### config.mk
export PLATFORM = sky130hd
export DESIGN_NAME = pcim_reg_bank
export DESIGN_NICKNAME = d
export VERILOG_FILES = /design/src/rtl/pcim_pkg.sv /design/src/rtl/pcim_reg_bank.sv /design/src/rtl/pcim_evt_gate.sv
export SDC_FILE = /design/constraint.sdc
export NUM_CORES = 1
export LEC_CHECK = 0
export BUFFER_PORTS_ARGS = -buffer_cell sky130_fd_sc_hd__buf_4
export CAP_MARGIN = 20
export CORE_AREA = 2 2 199 201
export DETAILED_ROUTE_END_ITERATION = 12
export DIE_AREA = 0 0 201 203
export GPL_ROUTABILITY_DRIVEN = 0
export PLACE_DENSITY_LB_ADDON = 0.15
export SYNTH_ARGS = -nofsm -noshare
export SYNTH_HDL_FRONTEND = slang
export SYNTH_SLANG_ARGS = --single-unit
### constraint.sdc
create_clock -name clk -period 5.62 [get_ports clk]
set_clock_uncertainty 0.05 [all_clocks]
set_input_delay 0.281 -clock clk [delete_from_list [all_inputs] [get_ports clk]]
set_output_delay 0.281 -clock clk [all_outputs]
set_load 0.05 [all_outputs]
### src/rtl/pcim_pkg.sv
// Purpose: Constants for the clock synchroniser configuration bank.
// Assumes: Byte-wide registers on a 16-bit address, one clock domain.
// Notes:   Tables are indexed by the bank's internal register index.
package pcim_pkg;

  localparam int AW          = 16;
  localparam int DW          = 8;
  localparam int NREG        = 37;
  localparam int TWW         = 48;
  localparam int LIM_EVT_W   = 5;
  localparam int REF_PAIRS   = 4;
  localparam int REF_EVT_W   = REF_PAIRS * DW;
  localparam int NOUT        = 4;
  localparam int AVG_W       = 3;
  localparam int DAC_W       = 10;

  // Register indices; multi-byte fields hold their low byte first.
  localparam int IDX_LIM     = 0;
  localparam int IDX_REF0    = 1;
  localparam int IDX_WD0     = 5;
  localparam int IDX_DAC_LO  = 7;
  localparam int IDX_DAC_CTL = 8;
  localparam int IDX_FR0     = 9;
  localparam int IDX_PLLO0   = 15;
  localparam int IDX_PLUP0   = 18;
  localparam int IDX_OLP0    = 21;
  localparam int IDX_FIX0    = 23;
  localparam int IDX_STEP0   = 28;
  localparam int IDX_SLEW0   = 30;
  localparam int IDX_HT0     = 32;
  localparam int IDX_HMODE   = 35;
  localparam int IDX_DIST    = 36;

  // Field bit positions.
  localparam int BIT_XFER     = 0;
  localparam int BIT_DAC_SHDN = 7;
  localparam int BIT_FALLBACK = 4;
  localparam int BIT_PERSIST  = 3;
  localparam int BIT_RXMODE   = 4;
  localparam int BIT_EXTRES   = 5;

  // Multi-byte reset values.
  localparam logic [DAC_W-1:0] DAC_FS_RESET     = 10'h1ff;
  localparam logic [23:0]      PULLIN_UP_RESET  = 24'h0fffff;
  localparam logic [15:0]      STEP_RESET       = 16'h03e8;
  localparam logic [23:0]      HIST_TIMER_RESET = 24'h007530;

  localparam logic [AW-1:0] ADDR_TW_XFER = 16'h0306;

  localparam logic [AW-1:0] REG_ADDR [NREG] = '{
    16'h020c, 16'h020d, 16'h020e, 16'h020f, 16'h0210, 16'h0211,
    16'h0212, 16'h0213, 16'h0214, 16'h0300, 16'h0301, 16'h0302,
    16'h0303, 16'h0304, 16'h0305, 16'h0307, 16'h0308, 16'h0309,
    16'h030a, 16'h030b, 16'h030c, 16'h030d, 16'h030e, 16'h030f,
    16'h0310, 16'h0311, 16'h0312, 16'h0313, 16'h0314, 16'h0315,
    16'h0316, 16'h0317, 16'h0318, 16'h0319, 16'h031a, 16'h031b,
    16'h0400};

  localparam logic [DW-1:0] REG_WMASK [NREG] = '{
    8'h1f, 8'hff, 8'hff, 8'hff, 8'hff, 8'hff, 8'hff, 8'hff, 8'h83,
    8'hff, 8'hff, 8'hff, 8'hff, 8'hff, 8'hff, 8'hff, 8'hff, 8'hff,
    8'hff, 8'hff, 8'hff, 8'hff, 8'hff, 8'hff, 8'hff, 8'hff, 8'hff,
    8'hff, 8'hff, 8'hff, 8'hff, 8'hff, 8'hff, 8'hff, 8'hff, 8'h1f,
    8'h3f};

  localparam logic [DW-1:0] REG_RESET [NREG] = '{
    8'h00, 8'h00, 8'h00, 8'h00, 8'h00, 8'h00, 8'h00,
    DAC_FS_RESET[7:0], {6'h00, DAC_FS_RESET[9:8]},
    8'h00, 8'h00, 8'h00, 8'h00, 8'h00, 8'h00, 8'h00, 8'h00, 8'h00,
    PULLIN_UP_RESET[7:0], PULLIN_UP_RESET[15:8], PULLIN_UP_RESET[23:16],
    8'h00, 8'h00, 8'h00, 8'h00, 8'h00, 8'h00, 8'h00,
    STEP_RESET[7:0], STEP_RESET[15:8], 8'h00, 8'h00,
    HIST_TIMER_RESET[7:0], HIST_TIMER_RESET[15:8], HIST_TIMER_RESET[23:16],
    8'h00, 8'h00};

endpackage : pcim_pkg

### src/rtl/pcim_reg_bank.sv
// Purpose: Configuration and interrupt enable bank of a clock synchroniser.
// Assumes: Byte accesses arrive already decoded from the serial port.
// Notes:   All outputs are flops; reads answer one cycle after the strobe.
// Summary of operation
// Limiter mask bit 4 enables history-update event.
// Bits 3,2 enable frequency unclamp, clamp events.
// Bits 1,0 enable slew stop, start events.
// Reference masks: secondary high nibble, primary low.
// Watchdog 16-bit milliseconds, zero disables.
// DAC full-scale 10 bits, resets to 511.
// DAC control bit 7 shuts current sources.
// Free-run word 48 bits, six bytes, zero.
// Transfer bit copies word, then self-clears.
// Free-run mode applies word without transfer.
// Pull-in limits 24 bits, defaults zero, 0xFFFFF.
// Open-loop phase offset 16 bits, zero.
// Fixed lock offset 40 bits picoseconds.
// Offset step 16 bits, resets to 1000.
// Slew limit 16 bits, zero disables.
// History timer 24 bits, 30000; never zero (the bank stores a written zero).
// Holdover without history: fallback bit picks word.
// Reference switch clears history unless persistent.
// History mode bits 2..0 hold averaging.
// Distribution bits 3..0 power down outputs.
// Distribution bit 4 selects receiver mode.
// Distribution bit 5 selects external resistor.
// Mask bits gate events, all reset zero.
// All four power-downs set means deep sleep.
// Unused bits read zero, ignore writes.
module pcim_reg_bank
  import pcim_pkg::*;
(
  // Clock and reset.
  input  wire logic                 clk,
  input  wire logic                 rstn,
  // Register access port.
  input  wire logic [AW-1:0]        reg_addr,
  input  wire logic                 reg_wr,
  input  wire logic                 reg_rd,
  input  wire logic [DW-1:0]        reg_wdata,
  output logic      [DW-1:0]        reg_rdata_q,
  output logic                      reg_rvalid_q,
  // Raw events and their gated copies.
  input  wire logic [LIM_EVT_W-1:0] lim_evt,
  input  wire logic [REF_EVT_W-1:0] ref_evt,
  output logic      [LIM_EVT_W-1:0] lim_irq_evt_q,
  output logic      [REF_EVT_W-1:0] ref_irq_evt_q,
  // Loop status.
  input  wire logic                 freerun_mode,
  input  wire logic                 holdover_entry,
  input  wire logic                 history_avail,
  input  wire logic                 ref_switch,
  input  wire logic [TWW-1:0]       last_loop_word,
  // Watchdog and auxiliary DAC.
  output logic      [15:0]          watchdog_period_q,
  output logic                      watchdog_en_q,
  output logic      [DAC_W-1:0]     dac_fullscale_q,
  output logic                      dac_shutdown_q,
  // Loop settings.
  output logic      [TWW-1:0]       freerun_word_q,
  output logic      [TWW-1:0]       proc_word_q,
  output logic                      tw_load_q,
  output logic      [23:0]          pullin_lower_q,
  output logic      [23:0]          pullin_upper_q,
  output logic      [15:0]          open_loop_phase_q,
  output logic      [39:0]          fixed_lock_offset_q,
  output logic      [15:0]          offset_step_q,
  output logic      [15:0]          slew_limit_q,
  output logic                      slew_limit_en_q,
  output logic      [23:0]          history_timer_q,
  // History control.
  output logic                      hist_fallback_last_q,
  output logic                      hist_persist_q,
  output logic      [AVG_W-1:0]     hist_avg_q,
  output logic                      hist_clear_q,
  output logic      [TWW-1:0]       seed_word_q,
  output logic                      seed_valid_q,
  // Distribution.
  output logic      [NOUT-1:0]      out_powerdown_q,
  output logic                      rx_hf_mode_q,
  output logic                      ext_resistor_q,
  output logic                      dist_deep_sleep_q
);

  typedef struct packed {
    logic [NREG-1:0][DW-1:0] regs;
    logic [DW-1:0]           rd_data;
    logic                    rd_valid;
    logic [TWW-1:0]          proc_word;
    logic                    tw_load;
    logic [TWW-1:0]          seed_word;
    logic                    seed_valid;
    logic                    hist_clear;
    logic                    wd_en;
    logic                    slew_en;
    logic                    deep_sleep;
  } pcim_state_t;

  pcim_state_t    s_q;
  pcim_state_t    s_d;
  logic           xfer_wr;
  logic [TWW-1:0] fr_word;

  assign xfer_wr = reg_wr && (reg_addr == ADDR_TW_XFER)
                   && reg_wdata[BIT_XFER];
  assign fr_word = s_q.regs[IDX_FR0 +: TWW/DW];

  always_comb begin
    s_d            = s_q;
    s_d.rd_valid   = 1'b0;
    s_d.tw_load    = 1'b0;
    s_d.seed_valid = 1'b0;
    s_d.hist_clear = 1'b0;
    // Writes keep only defined bits so unused ones stay zero.
    for (int i = 0; i < NREG; i++) begin
      if (reg_wr && (reg_addr == REG_ADDR[i])) begin
        s_d.regs[i] = reg_wdata & REG_WMASK[i];
      end
    end
    // The transfer bit is never stored, so it reads back as zero.
    if (reg_rd) begin
      s_d.rd_valid = 1'b1;
      s_d.rd_data  = '0;
      for (int i = 0; i < NREG; i++) begin
        if (reg_addr == REG_ADDR[i]) begin
          s_d.rd_data = s_q.regs[i];
        end
      end
    end
    if (xfer_wr) begin
      s_d.proc_word = fr_word;
      s_d.tw_load   = 1'b1;
    end else if (freerun_mode) begin
      s_d.proc_word = fr_word;
    end
    if (holdover_entry && !history_avail) begin
      s_d.seed_valid = 1'b1;
      s_d.seed_word  = s_q.regs[IDX_HMODE][BIT_FALLBACK] ?
                       last_loop_word : fr_word;
    end
    if (ref_switch && !s_q.regs[IDX_HMODE][BIT_PERSIST]) begin
      s_d.hist_clear = 1'b1;
    end
    s_d.wd_en      = |s_d.regs[IDX_WD0 +: 2];
    s_d.slew_en    = |s_d.regs[IDX_SLEW0 +: 2];
    s_d.deep_sleep = &s_d.regs[IDX_DIST][NOUT-1:0];
    if (!rstn) begin
      s_d = '0;
      for (int i = 0; i < NREG; i++) begin
        s_d.regs[i] = REG_RESET[i];
      end
    end
  end

  always_ff @(posedge clk) begin
    s_q <= s_d;
  end

  // Event enables; pair p uses mask byte p, secondary in the high nibble.
  pcim_evt_gate #(
    .W    (LIM_EVT_W)
  ) u_lim_gate (
    .clk  (clk),
    .rstn (rstn),
    .mask (s_q.regs[IDX_LIM][LIM_EVT_W-1:0]),
    .evt  (lim_evt),
    .rec_q(lim_irq_evt_q)
  );

  pcim_evt_gate #(
    .W    (REF_EVT_W)
  ) u_ref_gate (
    .clk  (clk),
    .rstn (rstn),
    .mask (s_q.regs[IDX_REF0 +: REF_PAIRS]),
    .evt  (ref_evt),
    .rec_q(ref_irq_evt_q)
  );

  assign reg_rdata_q          = s_q.rd_data;
  assign reg_rvalid_q         = s_q.rd_valid;
  assign watchdog_period_q    = s_q.regs[IDX_WD0 +: 2];
  assign watchdog_en_q        = s_q.wd_en;
  assign dac_fullscale_q      = {s_q.regs[IDX_DAC_CTL][DAC_W-DW-1:0],
                                 s_q.regs[IDX_DAC_LO]};
  assign dac_shutdown_q       = s_q.regs[IDX_DAC_CTL][BIT_DAC_SHDN];
  assign freerun_word_q       = fr_word;
  assign proc_word_q          = s_q.proc_word;
  assign tw_load_q            = s_q.tw_load;
  assign pullin_lower_q       = s_q.regs[IDX_PLLO0 +: 3];
  assign pullin_upper_q       = s_q.regs[IDX_PLUP0 +: 3];
  assign open_loop_phase_q    = s_q.regs[IDX_OLP0 +: 2];
  assign fixed_lock_offset_q  = s_q.regs[IDX_FIX0 +: 5];
  assign offset_step_q        = s_q.regs[IDX_STEP0 +: 2];
  assign slew_limit_q         = s_q.regs[IDX_SLEW0 +: 2];
  assign slew_limit_en_q      = s_q.slew_en;
  assign history_timer_q      = s_q.regs[IDX_HT0 +: 3];
  assign hist_fallback_last_q = s_q.regs[IDX_HMODE][BIT_FALLBACK];
  assign hist_persist_q       = s_q.regs[IDX_HMODE][BIT_PERSIST];
  assign hist_avg_q           = s_q.regs[IDX_HMODE][AVG_W-1:0];
  assign hist_clear_q         = s_q.hist_clear;
  assign seed_word_q          = s_q.seed_word;
  assign seed_valid_q         = s_q.seed_valid;
  assign out_powerdown_q      = s_q.regs[IDX_DIST][NOUT-1:0];
  assign rx_hf_mode_q         = s_q.regs[IDX_DIST][BIT_RXMODE];
  assign ext_resistor_q       = s_q.regs[IDX_DIST][BIT_EXTRES];
  assign dist_deep_sleep_q    = s_q.deep_sleep;
endmodule : pcim_reg_bank

### src/rtl/pcim_evt_gate.sv
// Purpose: Passes each event pulse on only where its enable bit is set.
// Assumes: Events and enables come from logic on the same clock.
// Notes:   One cycle of latency; output is a registered pulse per event.
module pcim_evt_gate
  import pcim_pkg::*;
#(
  parameter int W = 1
) (
  // Clock and reset.
  input  wire logic         clk,
  input  wire logic         rstn,
  // Enables and raw events.
  input  wire logic [W-1:0] mask,
  input  wire logic [W-1:0] evt,
  // Recorded events.
  output logic      [W-1:0] rec_q
);

  typedef struct packed {
    logic [W-1:0] rec;
  } pcim_gate_state_t;

  pcim_gate_state_t s_q;
  pcim_gate_state_t s_d;

  always_comb begin
    s_d     = s_q;
    s_d.rec = evt & mask;
    if (!rstn) begin
      s_d = '0;
    end
  end

  always_ff @(posedge clk) begin
    s_q <= s_d;
  end

  assign rec_q = s_q.rec;
endmodule : pcim_evt_gate

==> report_table.html, run 1 <==
<table>
<tr><th>Metric</th><th>Value</th></tr>
<tr><th colspan="2">Run status</th></tr>
<tr><td>Status</td><td>complete, no violations</td></tr>
<tr><th colspan="2">STA</th></tr>
<tr><td>Headroom to the max-slew limit</td><td>a little under a quarter</td></tr>
<tr><td>Tcrit/Tclk final</td><td>between 50% and 60%</td></tr>
<tr><td>RSZ-0062 raised after global routing</td><td>no</td></tr>
<tr><td>Max Transition Viols Final</td><td>0</td></tr>
<tr><td>Slew at the pin with the worst max-slew slack</td><td>between 1000 and 1500 ps</td></tr>
<tr><td>Setup violators final</td><td>0</td></tr>
<tr><td>Max Clock Freq</td><td>between 0.3 and 0.4 GHz</td></tr>
<tr><td>Setup TNS after final layout</td><td>0 ps</td></tr>
<tr><td>Post-layout minimum cycle time</td><td>3260 ps</td></tr>
<tr><td>Final hold vios</td><td>0</td></tr>
<tr><td>Least setup slack across all paths after layout</td><td>between 2000 and 2500 ps</td></tr>
<tr><th colspan="2">Detailed routing</th></tr>
<tr><td>Post-detailed-route count of antenna-violating nets</td><td>0</td></tr>
<tr><td>WL final</td><td>between 70000 and 80000 µm</td></tr>
<tr><td>Drc violations</td><td>0</td></tr>
<tr><td>Pre-antenna DRT Iters</td><td>8</td></tr>
<tr><td>DR WL/cell</td><td>roughly 24 µm</td></tr>
<tr><td>Via count</td><td>between 20000 and 25000</td></tr>
<tr><td>Mean number of vias per cell</td><td>about 6.1</td></tr>
<tr><td>DR iter-0 viols</td><td>about 2300</td></tr>
<tr><th colspan="2">Pwr</th></tr>
<tr><td>VDD IR max</td><td>~0.00022 V</td></tr>
<tr><td>Power density over the cells</td><td>between 200 and 300 mW/mm²</td></tr>
<tr><td>Tot Pwr</td><td>~6.7 mW</td></tr>
<tr><td>P_leak</td><td>just over 10 nW</td></tr>
<tr><th colspan="2">GRT</th></tr>
<tr><td>Via count of the first global-routing pass</td><td>~19000</td></tr>
<tr><td>Global routing usage summed across all routing layers</td><td>approximately 37%</td></tr>
<tr><td>Maximum number of pins on one net before global-route repair</td><td>approximately 180</td></tr>
<tr><td>Antenna violations before repair</td><td>4</td></tr>
<tr><td>Overall overflow remaining after global route</td><td>0</td></tr>
<tr><td>First-pass GRT wire length</td><td>between 100000 and 150000 µm</td></tr>
<tr><th colspan="2">Floorplanning</th></tr>
<tr><td>Core Region</td><td>0.0385 mm²</td></tr>
<tr><td>Number of primary I/O pins</td><td>around 510</td></tr>
<tr><td>Die Height</td><td>~200 µm</td></tr>
<tr><td>Total die area</td><td>~0.04 mm²</td></tr>
<tr><td>Initial cell density of the core</td><td>55.5%</td></tr>
<tr><td>Site Rows</td><td>slightly above 70</td></tr>
<tr><td>X dimension of the die</td><td>between 200 and 250 µm</td></tr>
<tr><th colspan="2">Synthesis</th></tr>
<tr><td>Sequential area share after synthesis</td><td>40.4%</td></tr>
<tr><td>Primary flip-flop cell chosen by synthesis mapping</td><td>dfxtp_1</td></tr>
<tr><td>Share of the synthesized area in the top cell type</td><td>about two fifths</td></tr>
<tr><td>Synthesized net count</td><td>~2800</td></tr>
<tr><td>Total number of yosys warnings</td><td>0</td></tr>
<tr><td>Number of flip-flops and latches in the synthesized netlist</td><td>~430</td></tr>
<tr><td>Leading post-synthesis cells by instance count</td><td>nand2_1, dfxtp_1, buf_4</td></tr>
<tr><td>Post-synth ARST share</td><td>0%</td></tr>
<tr><td>Mean Syn Cell Area</td><td>approximately 8 µm²</td></tr>
<tr><td>EDFF count, synth</td><td>0</td></tr>
<tr><td>Area of the mapped netlist</td><td>0.0214 mm²</td></tr>
<tr><td>Area contributors post-synth</td><td>dfxtp_1, buf_4, nand2_1</td></tr>
<tr><td>Largest area contributor in the synthesized netlist</td><td>dfxtp_1</td></tr>
<tr><td>Post-synthesis cell type count</td><td>73</td></tr>
<tr><td>Mapped Cells</td><td>2665</td></tr>
<tr><td>Cell with the most instances after synthesis</td><td>nand2_1</td></tr>
<tr><th colspan="2">Final layout</th></tr>
<tr><td># nets final</td><td>2874</td></tr>
<tr><td>Final instance area</td><td>~0.025 mm²</td></tr>
<tr><td>Post-route insts no fill</td><td>approximately 3300</td></tr>
<tr><td>Number of fill cells in the layout</td><td>3256</td></tr>
<tr><td>Layout cell share with drive strength beyond 1</td><td>23.3%</td></tr>
<tr><td>Area added between synthesis and finish</td><td>15.7%</td></tr>
<tr><th colspan="2">Worst hold path</th></tr>
<tr><td>Worst min-delay path class</td><td>input port to flop</td></tr>
<tr><th colspan="2">Setup path</th></tr>
<tr><td>Critical Setup Path Class</td><td>input port to flop</td></tr>
<tr><td>Element type at the critical path end</td><td>flop</td></tr>
<tr><td>Maximum net fanout on the critical path</td><td>55</td></tr>
<tr><td>Arrival @ worst endpoint</td><td>3680 ps</td></tr>
<tr><td>Crit path launch type</td><td>input port</td></tr>
<tr><td>Worst path required time</td><td>between 6000 and 7000 ps</td></tr>
<tr><th colspan="2">Clock network</th></tr>
<tr><td>Worst-Skew Late Latency</td><td>580 ps</td></tr>
<tr><td>Root Buffer Master</td><td>clkbuf_16</td></tr>
<tr><td>CTS tree</td><td>built</td></tr>
<tr><td>Total number of clock tree sinks</td><td>around 430</td></tr>
<tr><td>Number of setup buffers added after CTS</td><td>0</td></tr>
<tr><td>Total clock buffers created by CTS</td><td>46</td></tr>
<tr><td>Total of cells resized after clock tree synthesis</td><td>0</td></tr>
<tr><td>Clock edge transition at the registers on the reported setup and hold paths</td><td>~60 ps</td></tr>
<tr><td>Max Root-Sink Buffers</td><td>3</td></tr>
<tr><td># H-tree levels</td><td>2</td></tr>
<tr><th colspan="2">Place</th></tr>
<tr><td>Cell count after placement</td><td>around 3200</td></tr>
<tr><td>DPL Wire Length</td><td>~56000 µm</td></tr>
<tr><td>Placed cell area</td><td>around 0.023 mm²</td></tr>
<tr><td>Number of buffers inserted by port buffering</td><td>a little over 500</td></tr>
<tr><td>Post-placement setup slack</td><td>2090 ps</td></tr>
<tr><th colspan="2">Flow run</th></tr>
<tr><td>Max-cap check violation count</td><td>0</td></tr>
</table>
==> state kept, by name, indices dropped and copies added (netlist names), 3 cells and up <==
signal,count
freerun_word_q,48
proc_word_q,48
seed_word_q,48
fixed_lock_offset_q,40
s_q,37
u_ref_gate.rec_q,32
history_timer_q,24
pullin_lower_q,24
pullin_upper_q,24
offset_step_q,16
open_loop_phase_q,16
slew_limit_q,16
watchdog_period_q,16
dac_fullscale_q,10
reg_rdata_q,8
u_lim_gate.rec_q,5
out_powerdown_q,4
hist_avg_q,3
==> kinds of logic after synthesis <==
group / Yosys count / share of synthesized area, %
AND/OR/NAND/NOR: 1036 / 21.3
buffers and inverters: 535 / 15.6
AO/OA/AOI/OAI: 504 / 14.7
flip-flops: 431 / 40.4
multiplexers: 159 / 8.04
==> where the power goes <==
part | internal [mW] | leakage [nW] | switching (mW)
clock | 1.84 | 0.776 | 1.27
combinational | 0.160 | 5.98 | 0.354
sequential | 3.08 | 3.48 | 0.0141
==> routing by layer <==
| metal | part of all wire [%] | wire length [µm] | vias up | GRT usage [%] |
|---|---|---|---|---|
| li1 | - | - | 8993 | - |
| met1 | 37 | 29400 | 9499 | 44.5 |
| met2 | 46 | 36700 | 1398 | 60.1 |
| met3 | 10 | 8350 | 308 | 8.97 |
| met4 | 6.5 | 5170 | 2 | 23.7 |
| met5 | 0.016 | 13 | - | 0 |
==> placed cells by master (no fill, tap or decap), types with 7 or more instances in the layout <==
cell type,n
nand2_1,554
buf_4,524
dfxtp_1,430
a21oi_1,257
nor2_1,213
mux2i_1,139
nand3_1,94
a211oi_1,65
and3_1,50
clkbuf_16,47
dlygate4sd3_1,43
o21ai_0,32
nor3_1,31
o22ai_1,22
nand4_1,14
o221ai_1,13
clkbuf_8,13
mux2_2,11
a22oi_1,11
clkinv_2,11
and2_1,10
o211ai_1,10
a221oi_1,10
nor2b_1,9
nor4_1,9
inv_1,9
a31oi_1,9
mux4_2,9
nand2b_1,7
==> worst max-delay path, stage by stage <==
cell and delay [ps]:
buf_4 510, nand2b_1 780, nor2_1 480, a22oi_1 420
a21oi_1 110, o311ai_1 590, a2111oi_0 210, or2_1 260
==> final timing paths <==
check	slack, ps	from	to	cells past startpoint
worst max-delay path	2360	reg_addr[0]	reg_rdata_q[6]	8
worst min-delay path	20	last_loop_word[46]	seed_word_q[46]	3
worst max register to register	3320	s_q[141]	reg_rdata_q[6]	7
worst min register to register	400	proc_word_q[28]	proc_word_q[28]	2
==> stage by stage <==
step | hold slack (ps) | util, %
CTS | 0.0399 | 64.2
global placement | 389 | 59.0
floorplan | 345 | -
global route | 22.8 | 64.3
detailed placement | 394 | 59.0
finish | 17.1 | 64.3
==> final cells by class <==
cell class / count / area, µm² / area share [%]
Inverter: 10 / 45.0 / 0.182
Clock inverter: 17 / 173 / 0.698
Sequential cell: 431 / 8630 / 34.9
Tap cell: 518 / 648 / 2.62
Timing Repair Buffer: 569 / 4410 / 17.8
Multi-Input combinational cell: 1699 / 9430 / 38.1
Clock buffer: 66 / 1380 / 5.57
Antenna cell: 3 / 7.51 / 0.0304
==> repair_timing <==
action	4_1_cts	5_1_grt
hold buffers	43	0
setup endpoints to repair	0	0
hold endpoints to repair	43	0
(Power assumes the default switching activity.)
==> inputs of run 2 (changes only) <==
--- a/config.mk
+++ b/config.mk
@@ -5,11 +5,11 @@
 export SDC_FILE = /design/constraint.sdc
 export NUM_CORES = 1
 export LEC_CHECK = 0
+export ABC_AREA = 1
 export BUFFER_PORTS_ARGS = -buffer_cell sky130_fd_sc_hd__buf_4
 export CAP_MARGIN = 20
-export CORE_AREA = 2 2 199 201
+export CORE_UTILIZATION = 49
 export DETAILED_ROUTE_END_ITERATION = 12
-export DIE_AREA = 0 0 201 203
 export GPL_ROUTABILITY_DRIVEN = 0
 export PLACE_DENSITY_LB_ADDON = 0.15
 export SYNTH_ARGS = -nofsm -noshare
==> constraint.sdc (replaced) <==
create_clock -name clk -period 2.7 [get_ports clk]
set_clock_uncertainty 0.05 [all_clocks]
set_input_delay 0.135 -clock clk [delete_from_list [all_inputs] [get_ports clk]]
set_output_delay 0.135 -clock clk [all_outputs]
set_load 0.05 [all_outputs]
==> report_table.html, run 2 <==
<table>
<tr><th>Metric</th><th>Value</th></tr>
<tr><th colspan="2">Run status</th></tr>
<tr><td>Status</td><td>finished, violations left</td></tr>
<tr><td>Failing checks</td><td>setup timing</td></tr>
<tr><th colspan="2">Pwr</th></tr>
<tr><td>Sw power</td><td>3.43 mW (+110%)</td></tr>
<tr><td>Internal power contribution</td><td>10.3 mW (+100%)</td></tr>
<tr><td>Combinational Power Share</td><td>9.2% (+1.5 points)</td></tr>
<tr><td>Clk pwr share</td><td>43.6% (-2.7 points)</td></tr>
<tr><td>Register share of total power</td><td>47.2% (+1.1 points)</td></tr>
<tr><td>VDD IR max</td><td>0.000487 V (+120%)</td></tr>
<tr><td>P_leak</td><td>11.3 nW (+10%)</td></tr>
<tr><td>Tot Pwr</td><td>13.7 mW (+100%)</td></tr>
<tr><td>Switching part of the total</td><td>25.0% (+0.64 points)</td></tr>
<tr><td>Power density over the cells</td><td>530 mW/mm² (+95%)</td></tr>
<tr><th colspan="2">Final layout</th></tr>
<tr><td>Number of fill cells in the layout</td><td>3630 (+11%)</td></tr>
<tr><td>Post-route insts no fill</td><td>3763 (+14%)</td></tr>
<tr><td>Layout cell share with drive strength beyond 1</td><td>27.3% (+4.0 points)</td></tr>
<tr><td>Antenna diode instance count</td><td>0 (-3)</td></tr>
<tr><td>Most used cells in the layout excluding fill and tap cells</td><td>buf_4, nand2_1, dfxtp_1</td></tr>
<tr><td>Area added between synthesis and finish</td><td>26.9%</td></tr>
<tr><td>Most common cell after layout, fill and taps aside</td><td>buf_4</td></tr>
<tr><td>Final instance area</td><td>0.0259 mm² (+4.8%)</td></tr>
<tr><td># nets final</td><td>3319 (+15%)</td></tr>
<tr><th colspan="2">Synthesis</th></tr>
<tr><td>Leading post-synthesis cells by instance count</td><td>nand2_1, dfxtp_1, buf_4</td></tr>
<tr><td>Post-synthesis cell type count</td><td>34 (-53%)</td></tr>
<tr><td>Primary flip-flop cell chosen by synthesis mapping</td><td>dfxtp_1</td></tr>
<tr><td>Synthesized net count</td><td>2949 (+6.0%)</td></tr>
<tr><td>Number of flip-flops and latches in the synthesized netlist</td><td>431 (unchanged)</td></tr>
<tr><td>Sequential area share after synthesis</td><td>42.2% (+1.9 points)</td></tr>
<tr><td>Mean Syn Cell Area</td><td>7.21 µm² (-10%)</td></tr>
<tr><td>Largest area contributor in the synthesized netlist</td><td>dfxtp_1</td></tr>
<tr><td>Area contributors post-synth</td><td>dfxtp_1, buf_4, nand2_1</td></tr>
<tr><td>Cell with the most instances after synthesis</td><td>nand2_1</td></tr>
<tr><td>Post-synth ARST share</td><td>0% (unchanged)</td></tr>
<tr><td>EDFF count, synth</td><td>0 (unchanged)</td></tr>
<tr><td>Total number of yosys warnings</td><td>0 (unchanged)</td></tr>
<tr><td>Area of the mapped netlist</td><td>0.0204 mm² (-4.4%)</td></tr>
<tr><td>Share of the synthesized area in the top cell type</td><td>42.2% (+1.9 points)</td></tr>
<tr><td>Mapped Cells</td><td>2832 (+6.3%)</td></tr>
<tr><th colspan="2">Detailed routing</th></tr>
<tr><td>DR iter-0 viols</td><td>2188 (-4.1%)</td></tr>
<tr><td>Mean number of vias per cell</td><td>5.45 (-11%)</td></tr>
<tr><td>Via count</td><td>20500 (+1.6%)</td></tr>
<tr><td>Drc violations</td><td>0 (unchanged)</td></tr>
<tr><td>DR WL/cell</td><td>21.3 µm (-11%)</td></tr>
<tr><td>Pre-antenna DRT Iters</td><td>5 (-3)</td></tr>
<tr><td>WL final</td><td>80200 µm (+0.69%)</td></tr>
<tr><td>Post-detailed-route count of antenna-violating nets</td><td>0 (unchanged)</td></tr>
<tr><th colspan="2">STA</th></tr>
<tr><td>Headroom to the max-slew limit</td><td>38.8% (+16 points)</td></tr>
<tr><td>Setup violators final</td><td>8 (+8)</td></tr>
<tr><td>Least setup slack across all paths after layout</td><td>-401 ps (-2760 ps)</td></tr>
<tr><td>Post-layout minimum cycle time</td><td>3100 ps</td></tr>
<tr><td>Max Transition Viols Final</td><td>0 (unchanged)</td></tr>
<tr><td>Tcrit/Tclk final</td><td>115%</td></tr>
<tr><td>RSZ-0062 raised after global routing</td><td>yes</td></tr>
<tr><td>Final hold vios</td><td>0 (unchanged)</td></tr>
<tr><td>Worst Hold Margin</td><td>30.0 ps (+13.0 ps)</td></tr>
<tr><td>Slew at the pin with the worst max-slew slack</td><td>916 ps (-229 ps)</td></tr>
<tr><td>Max Clock Freq</td><td>0.323 GHz</td></tr>
<tr><th colspan="2">Clock network</th></tr>
<tr><td>Root Buffer Master</td><td>clkbuf_16</td></tr>
<tr><td>Total clock buffers created by CTS</td><td>44 (-4.3%)</td></tr>
<tr><td>Clock edge transition at the registers on the reported setup and hold paths</td><td>60 ps (about the same)</td></tr>
<tr><td># H-tree levels</td><td>2 (unchanged)</td></tr>
<tr><td>CTS tree</td><td>built</td></tr>
<tr><td>Max Root-Sink Buffers</td><td>3 (unchanged)</td></tr>
<tr><td>Total number of clock tree sinks</td><td>431 (unchanged)</td></tr>
<tr><td>Worst-Skew Late Latency</td><td>570 ps (about the same)</td></tr>
<tr><th colspan="2">Setup path</th></tr>
<tr><td>Critical Setup Path Class</td><td>flop to flop</td></tr>
<tr><td>Master of the slowest instance on the critical path</td><td>dfxtp_2</td></tr>
<tr><td>Maximum net fanout on the critical path</td><td>2 (-96%)</td></tr>
<tr><td>Element type at the critical path end</td><td>flop</td></tr>
<tr><td>Crit path launch type</td><td>flop</td></tr>
<tr><td>Origin of the worst setup path</td><td>s_q[123]</td></tr>
<tr><td>Worst path required time</td><td>3110 ps (-2930 ps)</td></tr>
<tr><td>Worst r2r src</td><td>s_q[123]</td></tr>
<tr><td>Most used cell along the critical path</td><td>nand2_1</td></tr>
<tr><td>Cells on worst reg2reg path</td><td>30 (+23)</td></tr>
<tr><td>Highest cell delay on the worst timing path</td><td>330 ps (-450 ps)</td></tr>
<tr><td>Arrival @ worst endpoint</td><td>3510 ps (-170 ps)</td></tr>
<tr><th colspan="2">GRT</th></tr>
<tr><td>Global routing usage summed across all routing layers</td><td>36.2% (-1.0 points)</td></tr>
<tr><td>Antenna violations before repair</td><td>2 (-2)</td></tr>
<tr><td>Maximum number of pins on one net before global-route repair</td><td>113 (-37%)</td></tr>
<tr><td>First-pass GRT wire length</td><td>115000 µm (-1.4%)</td></tr>
<tr><td>Via count of the first global-routing pass</td><td>19000 (-0.026%)</td></tr>
<tr><td>Overall overflow remaining after global route</td><td>0 (unchanged)</td></tr>
<tr><th colspan="2">Place</th></tr>
<tr><td>Placed cell area</td><td>0.0233 mm² (+2.5%)</td></tr>
<tr><td>DPL Wire Length</td><td>58100 µm (+4.4%)</td></tr>
<tr><td>Cell count after placement</td><td>3577 (+12%)</td></tr>
<tr><td>Post-placement setup slack</td><td>-817 ps (-2900 ps)</td></tr>
<tr><td>Number of buffers inserted by port buffering</td><td>510 (unchanged)</td></tr>
<tr><th colspan="2">Floorplanning</th></tr>
<tr><td>X dimension of the die</td><td>206 µm (+2.6%)</td></tr>
<tr><td>Initial cell density of the core</td><td>49.9% (-5.6 points)</td></tr>
<tr><td>Core Region</td><td>0.0409 mm² (+6.4%)</td></tr>
<tr><td>Number of primary I/O pins</td><td>511 (unchanged)</td></tr>
<tr><td>Total die area</td><td>0.0425 mm² (+4.2%)</td></tr>
<tr><td>Site Rows</td><td>74 (+2.8%)</td></tr>
<tr><td>Die Height</td><td>206 µm (+1.6%)</td></tr>
<tr><th colspan="2">Worst hold path</th></tr>
<tr><td>Worst min-delay path class</td><td>input port to flop</td></tr>
<tr><td>Hold path startpoint</td><td>reg_wdata[3]</td></tr>
<tr><td>Worst hold path stage count</td><td>4 (+1)</td></tr>
<tr><th colspan="2">Flow run</th></tr>
<tr><td>Max-cap check violation count</td><td>0 (unchanged)</td></tr>
</table>
-- run 2: cell types whose count changed after synthesis, moves of 37 or more --
cell / previous run / this run
nand3_1: 94 / 47
inv_1: 9 / 260
a211oi_1: 65 / 6
and3_1: 50 / 0
nand4_1: 14 / 51
o21ai_0: 32 / 312
mux2i_1: 139 / 0
a21oi_1: 257 / 339
-- run 2: power groups by stage --
stage	registers [mW]	logic, mW	clock network [mW]
after global placement	6.62	1.09	0
after detailed placement	6.62	1.10	0
after global routing	6.49	1.32	6.29
after CTS	6.48	1.21	6.04
after floorplan	6.62	0.709	0
final	6.48	1.26	5.99
-- run 2: final timing paths --
check / end / slack [ps]
setup / recovery: reg_rdata_q[4] / -400
hold reg to reg: u_ref_gate.rec_q[28] / 390
setup reg to reg: reg_rdata_q[4] / -400
hold / removal: offset_step_q[11] / 30
-- run 2: what timing repair did --
item / CTS / global route
hold buffers: 90 / 1
pin swaps: 18 / 14
gates resized for setup: 41 / 25
setup buffers: 13 / 4
cloned: 1 / 2
setup endpoints to repair: 8 / 56
endpoints found under the hold margin: 99 / 5
-- run 2: stage by stage --
step,setup TNS [ps],util [%]
final,-1930,63.4
after global routing,-4010,63.4
after CTS,-1750,62.9
after detailed placement,-5950,56.9
after global placement,-5140,56.9
after floorplan,0,-
-- run 2: final cells by class --
cell class                 count  area, µm²  area share [%]
inverter                     279       1050            4.05
clock buffer                  63       1260            4.87
sequential                   431       8640            33.3
timing repair buffer         808       6400            24.7
clock inverter                12        115           0.444
multi-input combinational   1638       7800            30.1
tap                          532        666            2.57
-- run 2: routing by layer --
metal  track usage, %  up-vias  wire length, µm
li1                 -     9581                -
met5                0        -               31
met2             59.2     1169            37300
met1             44.9     9539            30800
met3             7.62      230             8040
met4             18.0        4             3960
-- run 2: logic make-up (layout without fill, tap and decap cells) --
kind of cell	Yosys count	after routing	share of synthesized area, %
simple gates	917	918	18.7
compound gates	720	720	18.6
buf+inv	764	1162	20.5
flops	431	431	42.2
-- run 2: critical path: cells and delay by family (launching register included) --
kind | cells | cell delay (ps)
compound gates | 1 | 50
buf+inv | 1 | 80
flops | 1 | 330
simple gates | 28 | 2490
